**config.mk**
```make
export PLATFORM = sky130hd
export DESIGN_NAME = rcs_sequencer
export DESIGN_NICKNAME = d
export VERILOG_FILES = /design/src/rtl/rcs_pkg.sv /design/src/rtl/rcs_sequencer.sv
export SDC_FILE = /design/constraint.sdc
export NUM_CORES = 1
export LEC_CHECK = 0
export BUFFER_PORTS_ARGS = -buffer_cell sky130_fd_sc_hd__buf_2
export CAP_MARGIN = 30
export CORE_ASPECT_RATIO = 1.5
export CORE_MARGIN = 2
export CORE_UTILIZATION = 40
export DETAILED_ROUTE_END_ITERATION = 8
export GPL_TIMING_DRIVEN = 0
export PLACE_DENSITY_LB_ADDON = 0.3
export SLEW_MARGIN = 5
export SYNTH_ARGS = -nofsm -noshare
export SYNTH_HDL_FRONTEND = slang
export SYNTH_SLANG_ARGS = --single-unit
```
**constraint.sdc**
```tcl
create_clock -name mclk -period 5.12 [get_ports mclk]
set_input_delay 1.536 -clock mclk [delete_from_list [all_inputs] [get_ports mclk]]
set_output_delay 1.536 -clock mclk [all_outputs]
set_load 0.03 [all_outputs]
```
**src/rtl/rcs_pkg.sv**
```systemverilog
// constants for the reset and clock-ratio sequencer
// assumes mclk is the input clock, 100 MHz, and all pins are synchronous to it
package rcs_pkg;
  localparam int          CLK_PERIOD_NS     = 10;
  localparam logic [9:0]  STRETCH_CYCLES    = 10'h200;   // 512 input clocks
  localparam logic [9:0]  STRETCH_LAST      = STRETCH_CYCLES - 10'h001;
  localparam logic [2:0]  DIV_RESET         = 3'h7;      // divide by 8 (count 0..7)
  localparam logic [2:0]  DIV_SLOW          = 3'h7;      // divide by 8
  localparam logic [2:0]  DIV_CORE          = 3'h0;      // divide by 1
  localparam logic [2:0]  DIV_HALF          = 3'h1;      // divide by 2
  localparam int          CFG_BIT_HI        = 8;
  localparam int          CFG_BIT_MID       = 4;
  localparam int          CFG_BIT_LO        = 3;
  localparam logic [2:0]  CFG_RESET         = 3'h0;
  localparam int          NMI_MIN_PERIODS   = 2;
  localparam int          EXT_MIN_PERIODS   = 4;
  localparam logic        PLL_BYPASS_RESET  = 1'b1;
  typedef enum logic [1:0] {RCS_PIN_RESET, RCS_STRETCH, RCS_RUN} rcs_phase_type;
endpackage

```
**src/rtl/rcs_sequencer.sv**
```systemverilog
// reset sequencer with clock-ratio enables and pin-group reset control
// assumes reset_n_in is already synchronous to mclk; clocks are one-cycle enable pulses
// How it works
// RQ1: with input clock source, hold internal reset 512 clocks after reset release.
// RQ2: during reset pin and stretch, all internal clocks run at input clock over 8.
// RQ3: after reset, core clock runs at full input clock rate.
// RQ4: after reset, peripheral clock runs at input clock over 2.
// RQ5: after reset, memory clock at input over 2, shown on output when select is 0.
// RQ6: after reset, slow clock output runs at input clock over 8.
// RQ7: PLL stays bypassed right after reset; software changes it later.
// RQ8: capture host data bits 8 and 4:3 at reset rising edge.
// RQ9: memory bus pins and hold acknowledge float during reset.
// RQ10: bus request output driven low during reset.
// RQ11: serial port clocks, frame syncs, transmit data and timer outputs float in reset.
// RQ12: remaining host port and general I/O pins float in reset.
// RQ13: memory clock output and aux clock output float during reset.
// RQ14: slow clock output held low during reset.
// RQ15: interrupt source keeps NMI phases at least two CPU periods.
// RQ16: interrupt source keeps external interrupt phases at least four CPU periods.
// RQ17: stretch count starts on reset release and restarts if reset returns.
`timescale 1ns/100ps
module rcs_sequencer
  import rcs_pkg::*;
(
  input  wire logic        mclk,
  input  wire logic        rst,
  input  wire logic        reset_n_in,
  input  wire logic        clock_source_select,
  input  wire logic        memory_clock_source_sel,
  input  wire logic [15:0] host_data_bus,
  output logic             internal_reset,
  output logic             cpu_core_clock,
  output logic             peripheral_clock,
  output logic             external_memory_clock,
  output logic             memory_clock_out,
  output logic             memory_clock_out_oe,
  output logic             aux_clock_out_b_oe,
  output logic             slow_clock_out,
  output logic             pll_bypass,
  output logic [2:0]       boot_config,
  output logic             memory_bus_oe,
  output logic             hold_acknowledge_oe,
  output logic             bus_request_force_low,
  output logic             serial_timer_oe,
  output logic             host_gpio_oe
);
  rcs_phase_type phase;
  logic [9:0]    stretch_count;
  logic          reset_n_prev;
  logic [2:0]    div_count;
  logic          in_reset;
  logic          release_edge;
  logic          pins_enable;

  assign release_edge = reset_n_in & ~reset_n_prev;
  assign in_reset     = (phase != RCS_RUN);
  assign pins_enable  = reset_n_in & ~rst;

  // tick when the free-running counter has every bit of the divide mask set
  function automatic logic tick(input logic [2:0] cnt, input logic [2:0] div);
    tick = ((cnt & div) == div);
  endfunction

  always_ff @(posedge mclk) begin
    if (rst) begin
      reset_n_prev <= 1'b0;
    end else begin
      reset_n_prev <= reset_n_in;
    end
  end

  // phase sequence; a reassertion at any point returns to pin reset
  always_ff @(posedge mclk) begin
    if (rst) begin
      phase         <= RCS_PIN_RESET;
      stretch_count <= 10'h000;
    end else if (!reset_n_in) begin
      phase         <= RCS_PIN_RESET;               // see RQ17
      stretch_count <= 10'h000;
    end else begin
      unique case (phase)
        RCS_PIN_RESET: begin
          if (release_edge) begin
            stretch_count <= 10'h000;                // see RQ17
            // without the input clock source the stretch length is undefined; skip it
            phase <= clock_source_select ? RCS_STRETCH : RCS_RUN;
          end
        end
        RCS_STRETCH: begin
          if (stretch_count == STRETCH_LAST) begin
            phase <= RCS_RUN;                        // see RQ1
          end else begin
            stretch_count <= stretch_count + 10'h001;
          end
        end
        RCS_RUN: begin
          phase <= RCS_RUN;
        end
      endcase
    end
  end

  always_ff @(posedge mclk) begin
    if (rst) begin
      internal_reset <= 1'b1;
    end else begin
      internal_reset <= !reset_n_in || (phase != RCS_RUN) || release_edge;  // see RQ1
    end
  end

  // one shared divider; every rate is a one-cycle enable derived from it
  always_ff @(posedge mclk) begin
    if (rst) begin
      div_count <= 3'h0;
    end else begin
      div_count <= div_count + 3'h1;
    end
  end

  always_ff @(posedge mclk) begin
    if (rst) begin
      cpu_core_clock        <= 1'b0;
      peripheral_clock      <= 1'b0;
      external_memory_clock <= 1'b0;
    end else if (in_reset || !reset_n_in) begin
      cpu_core_clock        <= tick(div_count, DIV_RESET);   // see RQ2
      peripheral_clock      <= tick(div_count, DIV_RESET);   // see RQ2
      external_memory_clock <= tick(div_count, DIV_RESET);   // see RQ2
    end else begin
      cpu_core_clock        <= tick(div_count, DIV_CORE);    // see RQ3
      peripheral_clock      <= tick(div_count, DIV_HALF);    // see RQ4
      external_memory_clock <= tick(div_count, DIV_HALF);    // see RQ5
    end
  end

  // memory clock pin mirrors the run-rate memory clock only when sourced internally; it stays low in reset and stretch
  always_ff @(posedge mclk) begin
    if (rst) begin
      memory_clock_out <= 1'b0;
    end else if (!memory_clock_source_sel) begin
      memory_clock_out <= tick(div_count, DIV_HALF) && !in_reset && reset_n_in;  // see RQ5
    end else begin
      memory_clock_out <= 1'b0;
    end
  end

  always_ff @(posedge mclk) begin
    if (rst) begin
      slow_clock_out <= 1'b0;
    end else if (!reset_n_in) begin
      slow_clock_out <= 1'b0;                                // see RQ14
    end else begin
      slow_clock_out <= tick(div_count, DIV_SLOW);           // see RQ6
    end
  end

  // pll controller is outside; this only presents the post-reset bypass state
  always_ff @(posedge mclk) begin
    if (rst) begin
      pll_bypass <= PLL_BYPASS_RESET;
    end else if (in_reset || !reset_n_in) begin
      pll_bypass <= PLL_BYPASS_RESET;                        // see RQ7
    end else begin
      pll_bypass <= pll_bypass;
    end
  end

  // straps are taken on the first clock that sees the reset pin high again
  always_ff @(posedge mclk) begin
    if (rst) begin
      boot_config <= CFG_RESET;
    end else if (reset_n_in && !reset_n_prev) begin
      boot_config <= {host_data_bus[CFG_BIT_HI], host_data_bus[CFG_BIT_MID],
                      host_data_bus[CFG_BIT_LO]};            // see RQ8
    end
  end

  // pin groups float (or force low) while the reset pin is low; one always block per group
  // so that a group-specific release delay can be added without touching the others
  always_ff @(posedge mclk) begin
    if (rst) begin
      memory_bus_oe       <= 1'b0;
      hold_acknowledge_oe <= 1'b0;
    end else begin
      memory_bus_oe       <= pins_enable;                    // see RQ9
      hold_acknowledge_oe <= pins_enable;                    // see RQ9
    end
  end

  // a floating bus request could read as a request at an external arbiter
  always_ff @(posedge mclk) begin
    if (rst) begin
      bus_request_force_low <= 1'b1;
    end else begin
      bus_request_force_low <= !pins_enable;                 // see RQ10
    end
  end

  always_ff @(posedge mclk) begin
    if (rst) begin
      serial_timer_oe <= 1'b0;
    end else begin
      serial_timer_oe <= pins_enable;                        // see RQ11
    end
  end

  always_ff @(posedge mclk) begin
    if (rst) begin
      host_gpio_oe <= 1'b0;
    end else begin
      host_gpio_oe <= pins_enable;                           // see RQ12
    end
  end

  always_ff @(posedge mclk) begin
    if (rst) begin
      memory_clock_out_oe <= 1'b0;
      aux_clock_out_b_oe  <= 1'b0;
    end else begin
      memory_clock_out_oe <= pins_enable;                    // see RQ13
      aux_clock_out_b_oe  <= pins_enable;                    // see RQ13
    end
  end
endmodule

```
==> results by group, run 1 <==
Finish
  • Layout cells sized above 1: 27.4%
  • FILL cells: 287
  • Antenna cell count: 0
  • Storage element area: 520 um^2
  • Multi-input gate area: 606 um^2
  • Fin util: 49.2%
  • Area Growth Syn to Fin: 17.6%
  • Fin nets: 185
  • Final cell count without fillers: 196

Detailed routing
  • WL final: 2570 um
  • Routed wire per std cell: 13.1 um
  • Via count: 1062
  • DRC viols: 0
  • DRT Pass-1 Iters: 4
  • Initial DRC Count: 23
  • Post-route ant nets: 0
  • Vias per cell: 5.42

Global route
  • Total gr overflow: 0
  • Largest net degree at the start of global routing: 15
  • First-pass GRT wire length: 4460 um
  • Antenna violations before repair: 0
  • Vias in the first global route: 1028
  • All-layer global routing usage: 16.1%

STA
  • Final worst slack: 2.54 ns
  • Setup TNS: 0 ns
  • RSZ-0062 raised after global routing: no
  • Final setup viols: 0
  • Max Fclk: 387 MHz
  • Fin crit share: 50.5%
  • Pins Over Slew Limit: 0
  • Fin. Hold Viols: 0
  • Hold_ws: 0.438 ns
  • Final Skew: 0.00452 ns
  • Fin crit period: 2.58 ns

Placement
  • Worst slack, placed: 2.24 ns
  • # placed instances: 192
  • Number of port buffers: 22
  • Gpl congestion: 0.861
  • Placed wire-length estimate: 2000 um

Power
  • Peak supply drop: 0.000233 V
  • Pwr dens: 280 nW/um^2
  • Sw power: 104 uW
  • Flop pwr share: 52.7%
  • Leakage: 0.000573 uW
  • Internal: 296 uW
  • Sw Ratio: 26.0%
  • Combinational fraction of design power: 14.2%
  • Clock power share: 33.1%

Die
  • # rows: 24
  • Die X: 49.1 um
  • Die area: 3510 um^2
  • Die Y: 71.6 um
  • Core ar.: 2910 um^2
  • Initial core utilization: 41.8%
  • # IOs: 38

Critical path
  • Required time worst endpoint: 5.34 ns
  • Worst r2r src: stretch_count[0]
  • CP startpoint: rst
  • Critical path, cell by cell: clkbuf_1 > nor2b_1 > clkinv_1 > nor4_1 > a32o_1
  • Biggest cell delay along the critical path: 0.36 ns
  • CP Class: input port to flip-flop
  • CP top delay family: simple AND/OR/NAND/NOR gates
  • Critical Path Fanout Max: 9
  • CP endpoint kind: flip-flop
  • Crit path DAT: 2.81 ns
  • R2r setup slk: 3.22 ns
  • CP startpoint kind: input port
  • Buffer and inverter count on the worst path: 2
  • Reg2reg path depth: 5
  • Worst r2r dst: stretch_count[2]
  • Crit-path slowest cell: nor4_1

Synth
  • Leading area contributor after synthesis: dfxtp_1
  • Post-synth EDFFs: 0
  • Most common cell in the netlist: dfxtp_1
  • Post-synthesis cell area: 1220 um^2
  • Net count after synthesis: 158
  • Gate Count Post-Synth: 131
  • Register area share after synthesis: 42.7%
  • YS warnings: 0
  • Async SR Flop Fraction: 0%
  • Syn Area/Cell: 9.30 um^2
  • Synth cell count leaders: dfxtp_1, nand2_1, a21oi_1
  • Area share of the largest cell type after synthesis: 42.7%
  • Yosys cell types: 37
  • Largest cells by area after synthesis: dfxtp_1, ha_1, buf_4
  • Yosys reg bits: 26
  • Synth Flop Type: dfxtp_1

CTS
  • H-tree levels: 1
  • CTS tree: yes
  • Clk slew on worst S/H paths: 0.09 ns
  • CTS Buf Count: 3
  • Max Buffers Root-to-Sink: 2
  • Hold_buf cts: 0
  • Post-CTS resize count: 0
  • Setup Buffers After CTS: 0
  • Root buf cell: clkbuf_8
  • Worst-skew pair later-pin latency: 0.27 ns
  • CTS sink count: 26

Hold path
  • Hold Path Stages: 1
  • Hold Crit Endpoint: internal_reset
  • Hold Path Class: flip-flop to flip-flop
  • Hold Crit Start: reset_n_prev

Job
  • Max-cap viol count: 0

Status
  • Status: finished clean
-- flip-flops by register name, summed over array words and instances, names as in the netlist --
signal and cells:
stretch_count 10, boot_config 3, div_count 3, phase 2, aux_clock_out_b_oe 1, bus_request_force_low 1
cpu_core_clock 1, external_memory_clock 1, internal_reset 1, memory_clock_out 1, reset_n_prev 1, slow_clock_out 1
-- cells by family (layout without fill, tap and decap cells) --
| family | count (synthesis) | count (layout) | synth area share, % |
|---|---|---|---|
| AOI/OAI and AO/OA | 31 | 31 | 20.3 |
| DFF | 26 | 26 | 42.7 |
| adders and majority gates | 6 | 6 | 6.16 |
| and+or+nand+nor | 49 | 49 | 22.1 |
| muxes | 1 | 1 | 0.821 |
| buffers and inverters | 17 | 43 | 7.60 |
| other | 1 | 1 | 0.308 |
-- how the worst max path moves through the flow --
stage	endpoint	slack (ns)	cells after the start
after floorplan	stretch_count[7]	2.55	5
after global placement	stretch_count[7]	2.26	5
after detailed placement	stretch_count[7]	2.24	5
after CTS	stretch_count[7]	2.52	5
after global routing	stretch_count[5]	2.40	6
final	stretch_count[7]	2.54	5
-- layer usage --
| layer | global-route usage [%] | wire length (um) |
|---|---|---|
| met1 | 15.2 | 974 |
| met2 | 32.3 | 1470 |
| met3 | 2.08 | 74 |
| met4 | 8.57 | 44 |
| met5 | 0 | 0 |
-- layout by cell type, fill, tap and decap left out, types with 3 or more instances in the layout --
cell,instances
buf_4,7
clkbuf_8,4
nor2b_1,5
nand2_1,14
dfxtp_1,26
buf_2,24
nor3_1,4
nor4_1,3
a21oi_1,8
o21ai_0,5
nand3_1,5
o221a_2,4
ha_1,6
nor2_1,3
nand4_1,3
inv_1,5
-- metrics by stage --
| step | instance area (um^2) | power (uW) |
|---|---|---|
| 3_3_place_gp | 1380 | 271 |
| 4_1_cts | 1430 | 403 |
| 5_1_grt | 1430 | 418 |
| 2_1_floorplan | 1220 | 256 |
| 6_report | 1430 | 401 |
| 3_5_place_dp | 1380 | 273 |
-- power groups by stage --
| stage | Sequential, uW | Combinational, uW | Clock, uW |
|---|---|---|---|
| 2_1_floorplan | 221 | 35.6 | 0 |
| 3_3_place_gp | 216 | 55.1 | 0 |
| 3_5_place_dp | 216 | 56.8 | 0 |
| 4_1_cts | 211 | 57.0 | 135 |
| 5_1_grt | 212 | 62.9 | 143 |
| 6_report | 211 | 56.9 | 133 |
-- area by class of cell --
cell class | count | share of cell area [%]
multi-input combinational | 88 | 42.3
buffer | 11 | 4.89
sequential | 26 | 36.3
tap | 39 | 3.41
clock buffer | 4 | 3.84
timing repair buffer | 22 | 7.69
inverter | 6 | 1.57
No activity file was read; power rests on OpenSTA's default activity.
==> run 2: changes to the inputs <==
--- a/config.mk
+++ b/config.mk
@@ -5,6 +5,7 @@
 export SDC_FILE = /design/constraint.sdc
 export NUM_CORES = 1
 export LEC_CHECK = 0
+export ABC_AREA = 1
 export BUFFER_PORTS_ARGS = -buffer_cell sky130_fd_sc_hd__buf_2
 export CAP_MARGIN = 30
 export CORE_ASPECT_RATIO = 1.5
==> constraint.sdc (replaced) <==
create_clock -name mclk -period 2.6 [get_ports mclk]
set_input_delay 0.78 -clock mclk [delete_from_list [all_inputs] [get_ports mclk]]
set_output_delay 0.78 -clock mclk [all_outputs]
set_load 0.03 [all_outputs]
==> run 2 against run 1 <==
Effect of this change: cell area increased by 9.7%; non-clock buffer count stayed put; highest routed layer unchanged; sequential power up 100%; register-to-register slack lost 2.3 ns.
==> results by group, run 2 <==
Finish
  • Fin util: 49.3%
  • Largest register FFs: 10
  • Antenna cell count: 0
  • Fin nets: 234
  • Biggest regs: stretch_count x10, boot_config x3, div_count x3
  • Most common cell after layout, fill and taps aside: nand2_1
  • Area Growth Syn to Fin: 17.3%
  • Layout cells sized above 1: 23.8%
  • Most frequent cells in the layout: nand2_1, dfxtp_1, buf_2, inv_1, nor2_1
  • Most flop-heavy register: stretch_count

Synth
  • YS warnings: 0
  • Synth Flop Type: dfxtp_1
  • Area share of the largest cell type after synthesis: 38.8%
  • Synth cell count leaders: nand2_1, dfxtp_1, inv_1, nor2_1
  • Syn Area/Cell: 7.44 um^2
  • Net count after synthesis: 207
  • Largest cells by area after synthesis: dfxtp_1, nand2_1, inv_1
  • Async SR Flop Fraction: 0%
  • Yosys reg bits: 26
  • Register area share after synthesis: 38.8%
  • Post-synth EDFFs: 0
  • Most common cell in the netlist: nand2_1
  • Leading area contributor after synthesis: dfxtp_1
  • Post-synthesis cell area: 1340 um^2
  • Gate Count Post-Synth: 180
  • Yosys cell types: 29

Detailed routing
  • DRC viols: 0
  • Routed wire per std cell: 9.79 um
  • Vias per cell: 4.56
  • Via count: 1122
  • Post-route ant nets: 0
  • WL final: 2410 um
  • Initial DRC Count: 17
  • DRT Pass-1 Iters: 4

Critical path
  • CP endpoint kind: output port
  • Biggest cell delay along the critical path: 0.41 ns
  • CP Class: flip-flop to output port
  • Critical Path Fanout Max: 6
  • CP top delay family: flip-flops
  • Crit-path slowest cell: dfxtp_1
  • CP startpoint kind: flip-flop
  • Buffer and inverter count on the worst path: 2
  • Crit path DAT: 0.99 ns
  • Required time worst endpoint: 1.82 ns
  • Critical path, cell by cell: buf_4 > buf_2

Die
  • Die X: 51.3 um
  • Die Y: 74.9 um
  • # IOs: 38
  • Core ar.: 3190 um^2
  • # rows: 25
  • Die area: 3840 um^2
  • Initial core utilization: 42.0%

Global route
  • Largest net degree at the start of global routing: 16
  • All-layer global routing usage: 13.9%
  • Antenna violations before repair: 0
  • First-pass GRT wire length: 4010 um
  • Vias in the first global route: 1000
  • Total gr overflow: 0

CTS
  • H-tree levels: 1
  • Max Buffers Root-to-Sink: 2
  • Hold_buf cts: 0
  • Worst-skew pair later-pin latency: 0.27 ns
  • Post-CTS resize count: 0
  • Clk slew on worst S/H paths: 0.09 ns
  • CTS sink count: 26
  • CTS Buf Count: 3
  • Setup Buffers After CTS: 0
  • Root buf cell: clkbuf_8
  • CTS tree: yes

STA
  • Fin. Hold Viols: 0
  • Hold_ws: 0.463 ns
  • Fin crit share: 68.0%
  • Max Fclk: 565 MHz
  • Final Skew: 0.00358 ns
  • Final worst slack: 0.831 ns
  • RSZ-0062 raised after global routing: no
  • Fin crit period: 1.77 ns
  • Final setup viols: 0
  • Setup TNS: 0 ns
  • Pins Over Slew Limit: 0

Placement
  • Number of port buffers: 22
  • Worst slack, placed: 0.764 ns
  • Gpl congestion: 0.787
  • Placed wire-length estimate: 1870 um

Power
  • Final Total Pwr: 913 uW
  • Leakage: 0.000774 uW
  • Pwr dens: 581 nW/um^2
  • Peak supply drop: 0.000401 V

Hold path
  • Hold Path Class: flip-flop to flip-flop

Job
  • Max-cap viol count: 0

Status
  • Status: finished clean
## run 2: layer usage
| metal | part of all wire [%] | wire, um | GRT usage, % | vias up |
|---|---|---|---|---|
| met5 | 0 | 0 | 0 | - |
| li1 | - | - | - | 599 |
| met2 | 52 | 1240 | 26.8 | 26 |
| met3 | 3.4 | 83 | 1.79 | 5 |
| met4 | 2.2 | 54 | 7.89 | 0 |
| met1 | 43 | 1030 | 14.1 | 492 |
## run 2: layout make-up
| class | count | area, um^2 |
|---|---|---|
| Buffer | 11 | 83.8 |
| Clock buffer | 3 | 41.3 |
| Clock inverter | 1 | 30.0 |
| Fill cell | 333 | 1620 |
| Inverter | 25 | 93.8 |
| Multi-Input combinational cell | 118 | 642 |
| Sequential cell | 26 | 520 |
| Tap cell | 40 | 50.0 |
| Timing Repair Buffer | 22 | 110 |
## run 2: through the flow
stage | cells | cell area, um^2
global route | 246 | 1570
finish | 246 | 1570
detailed placement | 242 | 1500
global placement | 242 | 1500
CTS | 246 | 1570
floorplan | 180 | 1340
## run 2: power breakdown
part / leakage [uW] / internal (uW) / total [uW] / switching, uW
combinational: 0.000526 / 56.8 / 154 / 96.9
sequential: 0.000212 / 415 / 426 / 10.9
clock: 0.0000357 / 206 / 333 / 127
total: 0.000774 / 678 / 913 / 235
## run 2: worst paths after layout
check                                            to                from  cells past startpoint  slack [ns]
worst min-delay path                 boot_config[1]      boot_config[1]                      2        0.46
worst max-delay path            memory_clock_out_oe  aux_clock_out_b_oe                      2        0.83
worst max register to register     stretch_count[9]            phase[1]                     10        0.95
worst min register to register       boot_config[1]      boot_config[1]                      2        0.46
## run 2: cells by family after synthesis
family | count (synthesis) | synth area share (%)
and+or+nand+nor | 94 | 34.2
AOI/OAI and AO/OA | 15 | 6.54
xor gates and xnor gates | 2 | 1.31
buffers and inverters | 36 | 13.3
adders and majority gates | 6 | 5.60
DFF | 26 | 38.8
other | 1 | 0.280
## run 2: worst register-to-register path: stages, from the launching register on
cell and delay [ns]:
dfxtp_1 0.37, inv_1 0.07, ha_1 0.17, buf_4 0.17, inv_1 0.18, nand2_1 0.18
nand3_4 0.15, buf_8 0.14, nand2_1 0.05, nand2_1 0.05, nor2_1 0.04
==> run 3: changes to the inputs <==
==> constraint.sdc (replaced) <==
create_clock -name mclk -period 1.5 [get_ports mclk]
set_input_delay 0.45 -clock mclk [delete_from_list [all_inputs] [get_ports mclk]]
set_output_delay 0.45 -clock mclk [all_outputs]
set_load 0.03 [all_outputs]
==> run 3 against run 2 <==
Effect of this change: core utilization grew 2.7 points; cell area is 5.6% higher; register-to-register slack worse by 0.86 ns; clock power increased by 74%; sequential power increased by 74%; final cell count rose by 2.0%; clock skew down 0.0021 ns.
==> results by group, run 3 (synthesized netlist as in run 2, its figures left out) <==
Finish
  • Most common cell after layout, fill and taps aside: nand2_1
  • Biggest regs: stretch_count x10, boot_config x3, div_count x3
  • Fin util: 52.0%
  • Largest register FFs: 10
  • Layout cells sized above 1: 30.3%
  • Area Growth Syn to Fin: 23.8%
  • Fin nets: 239
  • Most flop-heavy register: stretch_count
  • Design area: 1660 um^2
  • Most frequent cells in the layout: nand2_1, buf_2, nor2_1, dfxtp_1, inv_1
  • Antenna cell count: 0

Job
  • Max-cap viol count: 0

Critical path
  • Worst r2r src: phase[1]
  • Critical Path Fanout Max: 6
  • Required time worst endpoint: 1.05 ns
  • CP Class: flip-flop to output port
  • CP endpoint kind: output port
  • Biggest cell delay along the critical path: 0.41 ns
  • Crit-path slowest cell: dfxtp_1
  • Buffer and inverter count on the worst path: 2
  • CP top delay family: flip-flops
  • CP startpoint: aux_clock_out_b_oe
  • Critical path, cell by cell: buf_4 > buf_2
  • Crit path DAT: 0.99 ns
  • CP startpoint kind: flip-flop

CTS
  • CTS Buf Count: 3
  • Worst-skew pair later-pin latency: 0.27 ns
  • Root buf cell: clkbuf_8
  • Max Buffers Root-to-Sink: 2
  • Clk slew on worst S/H paths: 0.09 ns
  • CTS sink count: 26
  • Hold_buf cts: 0
  • H-tree levels: 1
  • CTS tree: yes

Detailed routing
  • Via count: 1157
  • WL final: 2520 um
  • DRC viols: 0
  • Post-route ant nets: 0
  • Initial DRC Count: 15
  • Vias per cell: 4.61
  • DRT Pass-1 Iters: 4
  • Routed wire per std cell: 10.1 um

Global route
  • Total gr overflow: 0
  • Largest net degree at the start of global routing: 16
  • Vias in the first global route: 1007
  • Antenna violations before repair: 0
  • First-pass GRT wire length: 4070 um
  • All-layer global routing usage: 14.1%

Power
  • Final Total Pwr: 1620 uW
  • Leakage: 0.000816 uW
  • Pwr dens: 974 nW/um^2
  • Peak supply drop: 0.000693 V

STA
  • Final Skew: 0.00151 ns
  • Max Fclk: 695 MHz
  • Fin. Hold Viols: 0
  • Pins Over Slew Limit: 0
  • RSZ-0062 raised after global routing: yes
  • Fin crit share: 95.9%
  • Final setup viols: 0
  • Final worst slack: 0.0615 ns
  • Fin crit period: 1.44 ns

Hold path
  • Hold Crit Start: memory_clock_source_sel
  • Hold Path Class: input port to flip-flop

Die
  • # rows: 25
  • Die Y: 74.9 um
  • Die X: 51.3 um
  • # IOs: 38
  • Core ar.: 3190 um^2
  • Initial core utilization: 42.0%
  • Die area: 3840 um^2

Placement
  • Gpl congestion: 0.787
  • Worst slack, placed: -0.149 ns
  • Number of port buffers: 22
  • Placed wire-length estimate: 1870 um
  • Area after DPL: 1500 um^2

Status
  • Status: finished clean
==> run 3: path summary, 6_finish.rpt <==
check / end / slack [ns] / depth (start not counted)
max: memory_clock_out_oe / 0.06 / 2
min: memory_clock_out / 0.33 / 2
max reg2reg: stretch_count[3] / 0.09 / 9
min reg2reg: boot_config[1] / 0.46 / 2
==> run 3: power breakdown <==
part | internal, uW | total (uW) | switching [uW]
Clock | 357 | 578 | 221
Combinational | 119 | 297 | 178
Sequential | 720 | 740 | 20.6
==> run 3: worst reg2reg max path, cell delays in order, from the launching register on <==
cell and delay, ns:
dfxtp_2 0.34, inv_1 0.07, ha_1 0.15, buf_6 0.13
clkinvlp_4 0.12, nand2_4 0.08, nand3_4 0.08, buf_8 0.15
o21bai_1 0.14, nor2_1 0.05
==> run 3: cell type report <==
type	count	area, um^2
plain buffers	11	87.6
clock inverters	1	30.0
well taps	40	50.0
repair buffers	27	148
clock buffers	3	41.3
flip-flops and latches	26	528
multi-input cells	118	677
fillers	324	1530
inverters	25	97.6
==> run 3: layer usage <==
layer,part of all wire (%),global-route usage (%),vias up
met4,3.8,8.77,0
met3,3.2,1.98,9
met2,51,27.1,28
met5,0,0,-
met1,42,14.1,511
li1,-,-,609
==> run 3: stage by stage <==
step / setup TNS [ns] / cells / hold WS (ns)
finish: 0 / 251 / 0.327
global route: -0.00396 / 251 / 0.326
CTS: 0 / 249 / 0.320
detailed placement: -0.846 / 242 / 0.449
global placement: -0.684 / 242 / 0.443
floorplan: 0 / 180 / 0.417
==> run 3: repair_timing <==
action                     in CTS  in global routing
gates cloned                    0                  0
resized for setup               4                 11
setup buffers                   3                  2
setup endpoints to repair       9                 10
pin swaps                       0                  6
